## src/ulmcs_defs.vh

```
// Purpose: constants for the serial line control and status block
// Assumes: AHB-Lite slave with word-aligned 8-bit registers
// Notes:   offsets are byte addresses (index times four)
`ifndef ULMCS_DEFS_VH
`define ULMCS_DEFS_VH
// register indices
`define ULMCS_IDX_DATA      3'h0
`define ULMCS_IDX_IER       3'h1
`define ULMCS_IDX_FCTL      3'h2
`define ULMCS_IDX_LFC       3'h3
`define ULMCS_IDX_MHC       3'h4
`define ULMCS_IDX_LCF       3'h5
`define ULMCS_IDX_MSTAT     3'h6
// line format fields
`define ULMCS_LFC_STOP      2
`define ULMCS_LFC_PEN       3
`define ULMCS_LFC_EPS       4
`define ULMCS_LFC_STICK     5
`define ULMCS_LFC_BRK       6
`define ULMCS_LFC_DIVISOR_ACCESS_SELECT      7
// modem control fields
`define ULMCS_MHC_DTR       0
`define ULMCS_MHC_RTS       1
`define ULMCS_MHC_AUX_OUTPUT_ONE      2
`define ULMCS_MHC_AUX_OUTPUT_TWO_IRQ_GATE      3
`define ULMCS_MHC_LOOP      4
// reset values
`define ULMCS_LFC_RST       8'h03
`define ULMCS_MHC_RST       5'h00
`define ULMCS_DIV_RST       16'h0001
// receive fifo depth
`define ULMCS_FIFO_DEPTH    16
`define ULMCS_FIFO_AW       4
`endif

```

## src/ulmcs_tx.v

```verilog
// Purpose: serial transmitter shifting one framed character
// Assumes: tick is one pulse per sixteenth of a bit
// Notes:   parity and stop length follow the format inputs
`timescale 1ns/1ns
module ulmcs_tx (
    input  wire       hclk,
    input  wire       hresetn,
    input  wire       tick,
    input  wire       load,
    input  wire [7:0] data,
    input  wire [7:0] fmt,
    output wire       busy,
    output reg        txd_r
);
`include "ulmcs_defs.vh"
    localparam ST_IDLE = 2'd0;
    localparam ST_SHFT = 2'd1;
    localparam ST_STOP = 2'd2;

    reg [1:0]  state_r;
    reg [10:0] sh_r;
    reg [3:0]  nbits_r;
    reg [3:0]  sub_r;
    reg [5:0]  stop_r;
    reg [5:0]  stop_len;
    reg [3:0]  dlen;
    reg        par;
    reg [7:0]  dmask;
    reg [10:0] frame;

    assign busy = (state_r != ST_IDLE);

    // frame layout from format bits
    always @* begin
        dlen  = 4'd5 + {2'b00, fmt[1:0]};
        dmask = 8'hff >> (3'd3 - {1'b0, fmt[1:0]});
        par   = ~(^(data & dmask)) ^ fmt[`ULMCS_LFC_EPS];
        if (fmt[`ULMCS_LFC_STICK])
            par = ~fmt[`ULMCS_LFC_EPS];
        if (!fmt[`ULMCS_LFC_STOP])
            stop_len = 6'd16;
        else if (fmt[1:0] == 2'b00)
            stop_len = 6'd24;
        else
            stop_len = 6'd32;
        // start low, data lsb first, marks above
        frame = (11'h7ff << (dlen + 4'd1)) | {2'b00, data & dmask, 1'b0};
        if (fmt[`ULMCS_LFC_PEN])
            frame[dlen + 4'd1] = par;
    end

    // shift out start, data, parity, then hold stop level
    always @(posedge hclk or negedge hresetn) begin
        if (!hresetn) begin
            state_r <= ST_IDLE;
            sh_r    <= 11'h7ff;
            nbits_r <= 4'h0;
            sub_r   <= 4'h0;
            stop_r  <= 6'h00;
            txd_r   <= 1'b1;
        end else begin
            case (state_r)
            ST_IDLE: begin
                txd_r <= 1'b1;
                if (load) begin
                    // start bit, data lsb first, parity after last data
                    sh_r    <= frame;
                    nbits_r <= dlen + {3'b000, fmt[`ULMCS_LFC_PEN]} + 4'd1;
                    sub_r   <= 4'h0;
                    state_r <= ST_SHFT;
                end
            end
            ST_SHFT: begin
                txd_r <= sh_r[0];
                if (tick) begin
                    sub_r <= sub_r + 4'd1;
                    if (sub_r == 4'hf) begin
                        sh_r    <= {1'b1, sh_r[10:1]};
                        nbits_r <= nbits_r - 4'd1;
                        if (nbits_r == 4'd1) begin
                            state_r <= ST_STOP;
                            stop_r  <= 6'h00;
                        end
                    end
                end
            end
            default: begin
                txd_r <= 1'b1;
                if (tick) begin
                    stop_r <= stop_r + 6'd1;
                    if (stop_r == stop_len - 6'd1)
                        state_r <= ST_IDLE;
                end
            end
            endcase
        end
    end
endmodule // ulmcs_tx

```

## src/ulmcs_rx.v

```verilog
// Purpose: serial receiver with parity, framing and break checks
// Assumes: tick is one pulse per sixteenth of a bit
// Notes:   only the first stop bit is checked
`timescale 1ns/1ns
module ulmcs_rx (
    input  wire       hclk,
    input  wire       hresetn,
    input  wire       tick,
    input  wire       rxd,
    input  wire [7:0] fmt,
    output reg        done_r,
    output reg  [7:0] data_r,
    output reg        perr_r,
    output reg        ferr_r,
    output reg        brk_r
);
`include "ulmcs_defs.vh"
    localparam ST_IDLE = 2'd0;
    localparam ST_BITS = 2'd1;
    localparam ST_WAIT = 2'd2;

    reg [1:0] state_r;
    reg [3:0] sub_r;
    reg [3:0] idx_r;
    reg [9:0] sh_r;
    reg       allz_r;
    reg [3:0] dlen;
    reg [3:0] last;
    reg       pexp;

    // expected parity and frame length
    always @* begin
        dlen = 4'd5 + {2'b00, fmt[1:0]};
        last = dlen + {3'b000, fmt[`ULMCS_LFC_PEN]};
        pexp = ~(^(sh_r[7:0] & (8'hff >> (3'd3 - {1'b0, fmt[1:0]}))))
               ^ fmt[`ULMCS_LFC_EPS];
        if (fmt[`ULMCS_LFC_STICK])
            pexp = ~fmt[`ULMCS_LFC_EPS];
    end

    // sample mid-bit; idx 0 is start, then data, parity, first stop
    always @(posedge hclk or negedge hresetn) begin
        if (!hresetn) begin
            state_r <= ST_IDLE;
            sub_r   <= 4'h0;
            idx_r   <= 4'h0;
            sh_r    <= 10'h000;
            allz_r  <= 1'b0;
            done_r  <= 1'b0;
            data_r  <= 8'h00;
            perr_r  <= 1'b0;
            ferr_r  <= 1'b0;
            brk_r   <= 1'b0;
        end else begin
            done_r <= 1'b0;
            case (state_r)
            ST_IDLE: begin
                if (tick && !rxd) begin
                    state_r <= ST_BITS;
                    sub_r   <= 4'h1;
                    idx_r   <= 4'h0;
                    allz_r  <= 1'b1;
                end
            end
            ST_BITS: begin
                if (tick) begin
                    sub_r <= sub_r + 4'd1;
                    if (sub_r == 4'h7) begin
                        allz_r <= allz_r & ~rxd;
                        if (idx_r == 4'h0 && rxd) begin
                            state_r <= ST_IDLE;                   // glitch, not a start
                        end else if (idx_r == last + 4'd1) begin
                            // first stop bit only
                            data_r  <= sh_r[7:0] & (8'hff >> (3'd3 - {1'b0, fmt[1:0]}));
                            perr_r  <= fmt[`ULMCS_LFC_PEN] & (sh_r[dlen] != pexp);
                            ferr_r  <= ~rxd;
                            brk_r   <= allz_r & ~rxd;
                            done_r  <= 1'b1;
                            if (allz_r & ~rxd) begin
                                state_r <= ST_WAIT;
                                sub_r   <= 4'h0;
                            end else if (!rxd) begin
                                // stop read low: take it as next start
                                idx_r  <= 4'h0;
                                sub_r  <= 4'h8;
                                allz_r <= 1'b1;
                            end else begin
                                state_r <= ST_IDLE;
                            end
                        end else begin
                            if (idx_r != 4'h0)
                                sh_r[idx_r - 4'd1] <= rxd;
                            idx_r <= idx_r + 4'd1;
                        end
                    end
                end
            end
            default: begin
                // after break, need half a bit of mark
                if (rxd) begin
                    if (tick) begin
                        sub_r <= sub_r + 4'd1;
                        if (sub_r == 4'h7)
                            state_r <= ST_IDLE;
                    end
                end else begin
                    sub_r <= 4'h0;
                end
            end
            endcase
        end
    end
endmodule // ulmcs_rx

```

## src/ulmcs_top.v

```verilog
// Purpose: line format, modem control and line status with an AHB-Lite slave
// Assumes: one clock; serial and modem inputs synchronous to hclk
// Notes:   baud divisor gives sixteen ticks per bit
//
// The AHB-Lite slave port was left to the implementer.
`timescale 1ns/1ns
`include "ulmcs_defs.vh"
module ulmcs_top (
    input  wire        hclk,
    input  wire        hresetn,
    input  wire        hsel,
    input  wire [31:0] haddr,
    input  wire [1:0]  htrans,
    input  wire        hwrite,
    input  wire [2:0]  hsize,
    input  wire [31:0] hwdata,
    input  wire        hready,
    output wire        hreadyout,
    output wire        hresp,
    output reg  [31:0] hrdata,
    input  wire        rxd,
    output wire        txd,
    input  wire        clear_send_in_n,
    input  wire        set_ready_in_n,
    input  wire        ring_in_n,
    input  wire        carrier_detect_in_n,
    output wire        terminal_ready_out_n,
    output wire        request_send_out_n,
    output wire        irq_o,
    output wire        irq_oe_n
);
    // register state
    reg [7:0]  line_format_control_r;
    reg [4:0]  modem_handshake_control_r;
    reg [15:0] div_r;
    reg [3:0]  ier_r;
    reg        fifo_en_r;
    reg        ovr_r;
    reg        lsr_perr_r;
    reg        lsr_ferr_r;
    reg        lsr_brk_r;
    reg [7:0]  tx_holding_reg_r;
    reg        tx_holding_empty_r;
    reg        tx_load_r;
    reg [15:0] baud_cnt_r;
    reg        tick_r;
    reg [3:0]  msr_prev_r;
    reg [3:0]  msr_delta_r;
    // receive fifo: data plus three error bits each
    reg [10:0] rx_mem [0:`ULMCS_FIFO_DEPTH-1];
    reg [`ULMCS_FIFO_AW-1:0] rd_ptr_r;
    reg [`ULMCS_FIFO_AW-1:0] wr_ptr_r;
    reg [`ULMCS_FIFO_AW:0]   cnt_r;
    reg [4:0]  err_cnt_r;
    reg        head_seen_r;
    // address phase capture
    reg        dp_valid_r;
    reg        dp_write_r;
    reg [2:0]  dp_idx_r;

    wire       divisor_access_select      = line_format_control_r[`ULMCS_LFC_DIVISOR_ACCESS_SELECT];
    wire       loop      = modem_handshake_control_r[`ULMCS_MHC_LOOP];
    wire       tx_busy;
    wire       tx_ser;
    wire       rx_done;
    wire [7:0] rx_data;
    wire       rx_perr;
    wire       rx_ferr;
    wire       rx_brk;
    wire       depth_lim = fifo_en_r ? (cnt_r == `ULMCS_FIFO_DEPTH) : (cnt_r != 5'd0);
    wire       rx_avail  = (cnt_r != 5'd0);
    wire [10:0] head     = rx_mem[rd_ptr_r];
    wire       wr_ok     = dp_valid_r & dp_write_r;
    wire       rd_ok     = dp_valid_r & ~dp_write_r;

    // bus decode helper
    function [2:0] word_index;
        input [31:0] a;
        begin
            word_index = a[4:2];
        end
    endfunction

    assign hreadyout = 1'b1;
    assign hresp     = 1'b0;

    // address phase: single-cycle answer, zero wait states
    always @(posedge hclk or negedge hresetn) begin
        if (!hresetn) begin
            dp_valid_r <= 1'b0;
            dp_write_r <= 1'b0;
            dp_idx_r   <= 3'h0;
        end else if (hready) begin
            dp_valid_r <= hsel & htrans[1];
            dp_write_r <= hwrite;
            dp_idx_r   <= word_index(haddr);
        end
    end

    // access strobes; low offsets depend on divisor access
    wire wr_thr  = wr_ok & (dp_idx_r == `ULMCS_IDX_DATA) & ~divisor_access_select;
    wire rd_rbr  = rd_ok & (dp_idx_r == `ULMCS_IDX_DATA) & ~divisor_access_select;
    wire rd_lsr  = rd_ok & (dp_idx_r == `ULMCS_IDX_LCF);
    wire rd_msr  = rd_ok & (dp_idx_r == `ULMCS_IDX_MSTAT);
    wire pop     = rd_rbr & rx_avail;
    // without fifo a new character replaces the unread one
    wire push    = rx_done & (~depth_lim | (~fifo_en_r & pop));
    wire overwr  = rx_done & ~fifo_en_r & rx_avail & ~pop;

    // modem inputs, or control bits in loopback
    wire [3:0] modem_now = loop ? {modem_handshake_control_r[3], modem_handshake_control_r[2],
                                   modem_handshake_control_r[0], modem_handshake_control_r[1]}
                                : {~carrier_detect_in_n, ~ring_in_n,
                                   ~set_ready_in_n, ~clear_send_in_n};

    // line status image
    wire [7:0] lsr_val = {fifo_en_r & (err_cnt_r != 5'd0),
                          tx_holding_empty_r & ~tx_busy & ~tx_load_r,
                          tx_holding_empty_r,
                          lsr_brk_r, lsr_ferr_r, lsr_perr_r, ovr_r,
                          rx_avail};

    // read data mux, combinational from the index captured at address phase end
    always @* begin
        hrdata = 32'h0000_0000;
        if (dp_valid_r && !dp_write_r) begin
            if (dp_idx_r == `ULMCS_IDX_DATA)
                hrdata[7:0] = divisor_access_select ? div_r[7:0] : head[7:0];
            else if (dp_idx_r == `ULMCS_IDX_IER)
                hrdata[7:0] = divisor_access_select ? div_r[15:8] : {4'h0, ier_r};
            else if (dp_idx_r == `ULMCS_IDX_FCTL)
                hrdata[7:0] = {fifo_en_r, fifo_en_r, 6'h00};
            else if (dp_idx_r == `ULMCS_IDX_LFC)
                hrdata[7:0] = line_format_control_r;
            else if (dp_idx_r == `ULMCS_IDX_MHC)
                hrdata[7:0] = {3'b000, modem_handshake_control_r};
            else if (dp_idx_r == `ULMCS_IDX_LCF)
                hrdata[7:0] = lsr_val;
            else if (dp_idx_r == `ULMCS_IDX_MSTAT)
                hrdata[7:0] = {modem_now, msr_delta_r};
            else
                hrdata = 32'h0000_0000;
        end
    end

    // control registers written by software
    always @(posedge hclk or negedge hresetn) begin
        if (!hresetn) begin
            line_format_control_r     <= `ULMCS_LFC_RST;
            modem_handshake_control_r <= `ULMCS_MHC_RST;
            div_r                     <= `ULMCS_DIV_RST;
            ier_r                     <= 4'h0;
            fifo_en_r                 <= 1'b0;
        end else if (wr_ok) begin
            if (dp_idx_r == `ULMCS_IDX_DATA && divisor_access_select)
                div_r[7:0] <= hwdata[7:0];
            else if (dp_idx_r == `ULMCS_IDX_IER && divisor_access_select)
                div_r[15:8] <= hwdata[7:0];
            else if (dp_idx_r == `ULMCS_IDX_IER)
                ier_r <= hwdata[3:0];
            else if (dp_idx_r == `ULMCS_IDX_FCTL)
                fifo_en_r <= hwdata[0];
            else if (dp_idx_r == `ULMCS_IDX_LFC)
                line_format_control_r <= hwdata[7:0];
            else if (dp_idx_r == `ULMCS_IDX_MHC)
                modem_handshake_control_r <= hwdata[4:0];
        end
    end

    // sixteen ticks per bit from the divisor
    always @(posedge hclk or negedge hresetn) begin
        if (!hresetn) begin
            baud_cnt_r <= 16'h0000;
            tick_r     <= 1'b0;
        end else if (baud_cnt_r >= div_r - 16'd1) begin
            baud_cnt_r <= 16'h0000;
            tick_r     <= 1'b1;
        end else begin
            baud_cnt_r <= baud_cnt_r + 16'd1;
            tick_r     <= 1'b0;
        end
    end

    // holding register and hand-off to the shifter
    always @(posedge hclk or negedge hresetn) begin
        if (!hresetn) begin
            tx_holding_reg_r   <= 8'h00;
            tx_holding_empty_r <= 1'b1;
            tx_load_r          <= 1'b0;
        end else begin
            tx_load_r <= 1'b0;
            if (wr_thr) begin
                tx_holding_reg_r   <= hwdata[7:0];
                tx_holding_empty_r <= 1'b0;
            end else if (!tx_holding_empty_r && !tx_busy && !tx_load_r) begin
                tx_load_r          <= 1'b1;
                tx_holding_empty_r <= 1'b1;
            end
        end
    end

    ulmcs_tx u_tx (
        .hclk    (hclk),
        .hresetn (hresetn),
        .tick    (tick_r),
        .load    (tx_load_r),
        .data    (tx_holding_reg_r),
        .fmt     (line_format_control_r),
        .busy    (tx_busy),
        .txd_r   (tx_ser)
    );

    // receiver input: looped transmitter or pin
    ulmcs_rx u_rx (
        .hclk    (hclk),
        .hresetn (hresetn),
        .tick    (tick_r),
        .rxd     (loop ? tx_ser : rxd),
        .fmt     (line_format_control_r),
        .done_r  (rx_done),
        .data_r  (rx_data),
        .perr_r  (rx_perr),
        .ferr_r  (rx_ferr),
        .brk_r   (rx_brk)
    );

    // receive buffer: depth one without fifo mode, full depth with it
    always @(posedge hclk or negedge hresetn) begin
        if (!hresetn) begin
            rd_ptr_r  <= {`ULMCS_FIFO_AW{1'b0}};
            wr_ptr_r  <= {`ULMCS_FIFO_AW{1'b0}};
            cnt_r     <= 5'd0;
            err_cnt_r <= 5'd0;
        end else if (wr_ok && dp_idx_r == `ULMCS_IDX_FCTL && !hwdata[0]) begin
            rd_ptr_r  <= {`ULMCS_FIFO_AW{1'b0}};
            wr_ptr_r  <= {`ULMCS_FIFO_AW{1'b0}};
            cnt_r     <= 5'd0;
            err_cnt_r <= 5'd0;
        end else begin
            if (push) begin
                rx_mem[wr_ptr_r] <= {rx_brk, rx_ferr, rx_perr,
                                     rx_brk ? 8'h00 : rx_data};
                wr_ptr_r <= wr_ptr_r + 1'b1;
            end else if (overwr) begin
                rx_mem[rd_ptr_r] <= {rx_brk, rx_ferr, rx_perr,
                                     rx_brk ? 8'h00 : rx_data};
            end
            if (pop)
                rd_ptr_r <= rd_ptr_r + 1'b1;
            cnt_r <= cnt_r + {4'd0, push} - {4'd0, pop};
            err_cnt_r <= err_cnt_r
                         + {4'd0, (push | overwr) & (rx_brk | rx_ferr | rx_perr)}
                         - {4'd0, (pop | overwr) & (|head[10:8])};
        end
    end

    // error flags: set beats the read that clears
    always @(posedge hclk or negedge hresetn) begin
        if (!hresetn) begin
            ovr_r      <= 1'b0;
            lsr_perr_r <= 1'b0;
            lsr_ferr_r <= 1'b0;
            lsr_brk_r  <= 1'b0;
            head_seen_r <= 1'b0;
        end else begin
            ovr_r <= (rx_done & depth_lim) | (ovr_r & ~rd_lsr);
            // head errors latched once per character, so a read clears them
            head_seen_r <= rx_avail & ~pop & ~overwr;
            lsr_perr_r <= (rx_avail & ~head_seen_r & head[8] & ~pop)
                          | (lsr_perr_r & ~rd_lsr);
            lsr_ferr_r <= (rx_avail & ~head_seen_r & head[9] & ~pop)
                          | (lsr_ferr_r & ~rd_lsr);
            lsr_brk_r  <= (rx_avail & ~head_seen_r & head[10] & ~pop)
                          | (lsr_brk_r & ~rd_lsr);
        end
    end

    // modem status change tracking
    always @(posedge hclk or negedge hresetn) begin
        if (!hresetn) begin
            msr_prev_r  <= 4'h0;
            msr_delta_r <= 4'h0;
        end else begin
            msr_prev_r  <= modem_now;
            msr_delta_r <= ({modem_now[3] ^ msr_prev_r[3], ~modem_now[2] & msr_prev_r[2],
                             modem_now[1:0] ^ msr_prev_r[1:0]})
                           | (msr_delta_r & {4{~rd_msr}});
        end
    end

    // interrupt sources, each gated by its enable
    wire line_irq  = ier_r[2] & (ovr_r | lsr_perr_r | lsr_ferr_r | lsr_brk_r);
    wire any_irq   = line_irq | (ier_r[0] & rx_avail)
                     | (ier_r[1] & tx_holding_empty_r)
                     | (ier_r[3] & (|msr_delta_r));

    // interrupt pin released unless aux output two set
    assign irq_o    = any_irq;
    assign irq_oe_n = ~modem_handshake_control_r[`ULMCS_MHC_AUX_OUTPUT_TWO_IRQ_GATE];

    // serial output: break over loopback over data
    assign txd = line_format_control_r[`ULMCS_LFC_BRK] ? 1'b0 : (loop ? 1'b1 : tx_ser);

    // handshake pins, forced high in loopback
    assign terminal_ready_out_n = loop | ~modem_handshake_control_r[`ULMCS_MHC_DTR];
    assign request_send_out_n   = loop | ~modem_handshake_control_r[`ULMCS_MHC_RTS];
endmodule // ulmcs_top

```

## config.mk

```make
export PLATFORM = sky130hd
export DESIGN_NAME = ulmcs_top
export DESIGN_NICKNAME = d
export VERILOG_FILES = /design/src/ulmcs_tx.v /design/src/ulmcs_rx.v /design/src/ulmcs_top.v
export VERILOG_INCLUDE_DIRS = /design/src /design/src/src
export SDC_FILE = /design/constraint.sdc
export NUM_CORES = 1
export LEC_CHECK = 0
export BUFFER_PORTS_ARGS = -buffer_cell sky130_fd_sc_hd__buf_2
export CAP_MARGIN = 20
export CORE_ASPECT_RATIO = 0.5
export CORE_MARGIN = 2
export CORE_UTILIZATION = 35
export DETAILED_ROUTE_END_ITERATION = 7
export PLACE_DENSITY = 0.6
export SLEW_MARGIN = 0
export SYNTH_ARGS = -nofsm -noshare
export SYNTH_HDL_FRONTEND = slang
export SYNTH_SLANG_ARGS = --single-unit
```

## constraint.sdc

```tcl
create_clock -name hclk -period 5.6 [get_ports hclk]
set_clock_uncertainty 0.2 [all_clocks]
set_input_delay 0.28 -clock hclk [delete_from_list [all_inputs] [get_ports hclk]]
set_output_delay 0.28 -clock hclk [all_outputs]
set_load 0.005 [all_outputs]
```

## Word level (Yosys, flattened, before mapping)

Memories as Yosys holds them, arrays and structs flattened.
Cells that the tools add are included.

| word-level totals | value |
|---|---|
| memories kept | 1 |
| bits in writable memories | 176 |
| bits in latches | 0 |
| ROM bits | 0 |
| register bits after elaboration | 158 |

Memories:

| memory | depth | width | rd ports | clocked after memory_dff | write ports | RTL line | source |
|---|---|---|---|---|---|---|---|
| rx_mem | 16 | 11 | 1 | 0 | 1 | ulmcs_top.v:50 | `` reg [10:0] rx_mem [0:`ULMCS_FIFO_DEPTH-1]; `` |

| cells by class | value |
|---|---|
| equality and inequality tests | 28 |
| multiply operators | 0 |
| reduce and logical (&&, ||, !) cells | 58 |
| add/subtract/negate cells | 20 |
| div/mod/pow operators | 0 |
| bitwise logic cells | 98 |
| muxes and demuxes | 117 |
| magnitude comparators | 6 |
| shift-type cells | 2 |

Operators with widths:

| cell | count |
|---|---|
| $mux 4 | 27 |
| $mux 8 | 11 |
| $mux 11 | 5 |
| $and 1x1->1 | 41 |
| $mux 6 | 6 |
| $mux 1 | 35 |
| $mux 2 | 16 |
| $pmux 4 s2 | 4 |
| $not 1->1 | 31 |
| $add 4x1->4 const B | 7 |
| $pmux 11 s2 | 1 |
| $reduce_and 6->1 | 3 |
| $or 1x1->1 | 17 |
| $add 16x1->16 const B | 1 |
| $and 8x8->8 | 2 |
| $ge 16x16->1 | 1 |
| $mux 16 | 1 |
| $reduce_and 4->1 | 4 |
| $reduce_bool 2->1 | 8 |
| $reduce_xor 8->1 | 2 |
| $sub 16x1->16 const B | 1 |
| $lt 4x5->1 const B | 3 |
| $reduce_and 7->1 | 2 |
| $logic_and 1x1->1 | 13 |
| other kinds (54) | 87 |

## Longest topological paths before layout

| logic depth | value |
|---|---|
| word-level depth | 14 |
| gate-level depth with buffers | 16 |
| depth with buffers taken out | 16 |

## Modules after synthesis

A second synthesis with hierarchy kept.

| unflattened totals | value |
|---|---|
| cell total of the unflattened synthesis | 1339 |
| area total of the unflattened synthesis | 16884.9 um^2 |

Modules (own cells, without submodules):

| module | cells an instance | area an instance (um^2) | seq. area each (um^2) | instances |
|---|---|---|---|---|
| ulmcs_top | 914 | 12882.4 | 7717.4 | 1 |
| ulmcs_rx | 204 | 2083.2 | 825.8 | 1 |
| ulmcs_tx | 221 | 1919.3 | 715.7 | 1 |

## Least setup slack after synthesis

Ideal clock, no wire load.

| timing path | value |
|---|---|
| path type | register to register |
| start | register rd_ptr_r[0] |
| end | register err_cnt_r[4] |
| data arrival time | 3328 ps |
| setup slack | 1994 ps |
| required time | 5322 ps |
| stages on the path, launching flop included | 16 |
| path through | dfrtp_1 -> buf_6 -> buf_6 -> mux4_2 -> mux4_2 -> o32a_1 -> ha_1 -> inv_1 -> ha_1 -> inv_1 -> fa_1 -> inv_1 -> a21oi_1 -> nor2_1 -> or3_1 -> a21oi_1 |

| between the ends | value |
|---|---|
| word-level cells in the longest chain between the ends | 5 |

Ends and longest elaborated chain:

| element | RTL line | source |
|---|---|---|
| start: declaration | ulmcs_top.v:51 | `` reg [`ULMCS_FIFO_AW-1:0] rd_ptr_r; `` |
| start signal: assignment | ulmcs_top.v:230 | `` rd_ptr_r <= {`ULMCS_FIFO_AW{1'b0}}; `` |
| start signal: assignment | ulmcs_top.v:235 | `` rd_ptr_r <= {`ULMCS_FIFO_AW{1'b0}}; `` |
| start signal: assignment | ulmcs_top.v:249 | `rd_ptr_r <= rd_ptr_r + 1'b1;` |
| $mem_v2 16x11 | n/a |  |
| $reduce_or 3->1 | ulmcs_top.v:253 | `- {4'd0, (pop \| overwr) & (\|head[10:8])};` |
| $and 1x1->1 | ulmcs_top.v:253 |  |
| $sub 5x1->5 | ulmcs_top.v:253 |  |
| $mux 5 | ulmcs_top.v:234 | `` end else if (wr_ok && dp_idx_r == `ULMCS_IDX_FCTL && !hwdata[0]) begin `` |
| end signal: assignment | ulmcs_top.v:251 | `err_cnt_r <= err_cnt_r` |
| end: declaration | ulmcs_top.v:54 | `reg [4:0] err_cnt_r;` |

Every way passes these cells.
A chain may end at the register's enable or synchronous reset.

## Worst setup path in the final report

Ends and elaborated chain as after synthesis.

==> impl_metrics.env <==
export IMPL_avgViaCountPerCell=5.165
export IMPL_dr_first_iter_drc_count=879
export IMPL_grt_max_degree=69
export IMPL_tns_ns=0
export IMPL_cp_required_ns=5.85
export IMPL_path_clk_slew_ns=0.06
export IMPL_rr_worst_depth=13
export IMPL_use_met3_pct=2.908
export IMPL_grt_util_met2_pct=26.40
export IMPL_start_util_pct=35.82
export IMPL_grt_util_met1_pct=20.84
export IMPL_cp_max_fo=25
export IMPL_synth_edff_count=176
export IMPL_final_cell_area_mm2=0.01853
export IMPL_fin_crit_sh_pct=75.74
export IMPL_die_h_um=156.9
export IMPL_start_kind="flop"
export IMPL_cts_root_buf="clkbuf_16"
export IMPL_wire_per_inst_um=18.65
export IMPL_hp_class="in2reg"
export IMPL_grt_pass1_wl_mm=59.26
export IMPL_synthArstFlopShare_pct=47.31
export IMPL_antenna_found_initial=3
export IMPL_vdd_drop_max_mv=0.1810
export IMPL_tightest_slew_ns=1.053
export IMPL_synth_seq_cells=334
export IMPL_status="finished clean"
export IMPL_total_power_mw=6.737
export IMPL_port_buffers=34
export IMPL_drive_above_1_share_pct=18.31
export IMPL_end_kind="flop"
export IMPL_postCtsSetupRepairBufs=0
export IMPL_antenna_left=0
export IMPL_regArea_mm2=0.009261
export IMPL_rr_startpoint="rd_ptr_r[0]"
export IMPL_die_w_um=309.8
export IMPL_stdcell_count=2005
export IMPL_hold_viol=0
export IMPL_worstSkewPairLatency_ns=0.53
export IMPL_drc=0
export IMPL_drt_first_pass_iters=5
export IMPL_multi_input_area_mm2=0.006591
export IMPL_grt_usage_pct=15.70
export IMPL_drv_slew=0
export IMPL_ys_top_cells_by_area="edfxtp_1 32%, dfrtp_1 22%, mux4_2 7.7%"
export IMPL_p_per_area_mw_per_mm2=363.6
export IMPL_synth_top_area_cell="edfxtp_1"
export IMPL_finalCriticalPeriod_ns=4.241
export IMPL_clockBufferDepth=3
export IMPL_yosysUniqueCellTypes=70
export IMPL_io_pins=118
export IMPL_rsz0062_at_grt="no"
export IMPL_cts_sinks=334
export IMPL_r2r_slack_ns=1.36
export IMPL_cp_arrival_ns=4.50
export IMPL_overflow=0
export IMPL_syn2layout_area_growth_pct=13.19
export IMPL_cts_tree="built"
export IMPL_grt_pass1_vias=10360
export IMPL_synth_main_ff_cell="edfxtp_1"
export IMPL_ys_seq_area_share_pct=56.57
export IMPL_placed_cell_area_mm2=0.01717
export IMPL_max_slew_margin_pct=29.51
export IMPL_startpoint="rd_ptr_r[0]"
export IMPL_core_mm2=0.04569
export IMPL_num_vias=10360
export IMPL_yosys_warnings=0
export IMPL_nets=1485
export IMPL_fmax_ghz=0.2358
export IMPL_num_fill_cells=4232
export IMPL_netlist_area_leader_share_pct=32.29
export IMPL_htree_levels=2
export IMPL_synth_area_mm2=0.01637
export IMPL_top_usage_layer="met2"
export IMPL_reg2reg_to="err_cnt_r[4]"
export IMPL_crit_end="err_cnt_r[4]"
export IMPL_leakagePower_nw=7.668
export IMPL_gp_congestion=0.8542
export IMPL_synthCells=1281
export IMPL_numCtsBuffers=35
export IMPL_syn_area_per_cell_um2=12.78
export IMPL_max_cap_viol_count=0
export IMPL_routed_wl_mm=37.40
export IMPL_place_inst=1913
export IMPL_row_count=55
export IMPL_critical_path_class="reg2reg"
export IMPL_die_area_mm2=0.04861
export IMPL_hpwl_mm=25.12
export IMPL_setup_viol=0
==> cell usage after synthesis (9+ instances only) <==
cell      count
inv_1        41
or3_1        11
ha_1         52
clkbuf_1     34
edfxtp_1    176
xnor2_1      39
nor3_1       30
nand3_1      28
nand2b_1      9
a31oi_1      15
a22o_1        9
o21ai_0      49
nor2b_1      28
nor2_1       66
a21oi_1      81
nand4_1      14
dfrtp_1     142
and3_1        9
dfstp_2      16
nand2_1     115
a21o_1       14
mux2_2       49
mux4_2       56
xor2_1       27
buf_4        26
mux2i_1      29
==> cell usage in the layout, fill, tap and decap left out, types with 24 or more instances in the layout <==
cell type        n
nor2_1          66
nand3_1         28
inv_1           41
mux2i_1         29
buf_2           33
conb_1          26
nor2b_1         28
xnor2_1         39
mux4_2          56
o21ai_0         49
xor2_1          27
ha_1            52
buf_4           30
mux2_2          49
clkbuf_16       36
dfrtp_1        140
edfxtp_1       176
dlygate4sd3_1   24
a21oi_1         81
nor3_1          30
nand2_1        115
==> where the power goes <==
group	total [mW]	switching (mW)	leakage (nW)	internal, mW
Clock	2.21	0.958	0.530	1.25
Combinational	1.42	0.743	3.12	0.680
Sequential	3.10	0.333	4.02	2.77
Total	6.74	2.03	7.67	4.70
==> worst max-delay path, stage by stage, from the launching register on <==
cell	delay [ns]
dfrtp_2	0.92
mux4_2	0.62
mux4_2	0.52
o32a_1	0.37
ha_1	0.28
inv_1	0.04
ha_1	0.18
inv_1	0.07
fa_1	0.21
inv_1	0.05
a21oi_1	0.13
nor2_1	0.07
or3_1	0.34
a21oi_1	0.17
==> cell type report <==
type / count / area share, %
multi-input cells: 850 / 35.58
clock inverters: 14 / 0.4795
inverters: 42 / 0.8509
flip-flops and latches: 334 / 49.99
well taps: 627 / 4.234
diodes: 2 / 0.02701
repair buffers: 88 / 3.465
clock buffers: 48 / 5.376
==> cell families after synthesis <==
logic type | after synthesis | synth area share [%]
AND/OR/NAND/NOR | 351 | 10.67
flip-flops | 334 | 56.57
AO/OA/AOI/OAI | 218 | 8.241
multiplexers | 134 | 12.85
buffers and inverters | 121 | 3.746
XOR/XNOR | 66 | 3.532
adder cells (fa/ha/maj) | 55 | 4.342
other | 2 | 0.04589
==> registers in the layout, indices dropped and copies added, names as in the netlist, 2 cells and up <==
name / count
rx_mem: 176
baud_cnt_r: 16
div_r: 16
u_tx.sh_r: 11
u_rx.sh_r: 10
line_format_control_r: 8
tx_holding_reg_r: 8
u_rx.data_r: 8
u_tx.stop_r: 6
cnt_r: 5
err_cnt_r: 5
modem_handshake_control_r: 5
ier_r: 4
msr_delta_r: 4
msr_prev_r: 4
rd_ptr_r: 4
u_rx.idx_r: 4
u_rx.sub_r: 4
u_tx.nbits_r: 4
u_tx.sub_r: 4
wr_ptr_r: 4
dp_idx_r: 3
u_rx.state_r: 2
u_tx.state_r: 2
==> worst min path at each step <==
stage                  from               to  slack (ns)  cells past startpoint
finish                  rxd  u_rx.state_r[1]        0.08                      3
global route            rxd  u_rx.state_r[1]        0.11                      3
CTS                     rxd  u_rx.state_r[1]        0.05                      3
detailed placement  hresetn         ier_r[0]        0.14                      1
global placement    hresetn         ier_r[0]        0.12                      1
floorplan           hresetn    baud_cnt_r[0]       -0.22                      0
==> metal layers <==
metal / wire length, µm / vias to the layer above
met5: 13 / -
met1: 16640 / 5238
met3: 1935 / 53
met4: 719 / 2
met2: 18090 / 237
li1: - / 4826
==> through the flow <==
step	util [%]	setup WS [ns]	hold WS, ns
floorplan	-	1.994	-0.2156
global placement	37.57	1.353	0.1245
detailed placement	37.57	1.279	0.1364
CTS	40.47	1.272	0.05173
global route	40.53	1.099	0.1057
finish	40.54	1.359	0.08128
==> timing repair <==
item	in CTS	in global routing
endpoints found under the hold margin	117	0
hold buffers	24	0
endpoints found under the setup margin	0	0
resized for setup	0	0
Power figures use the tool's default switching activity.
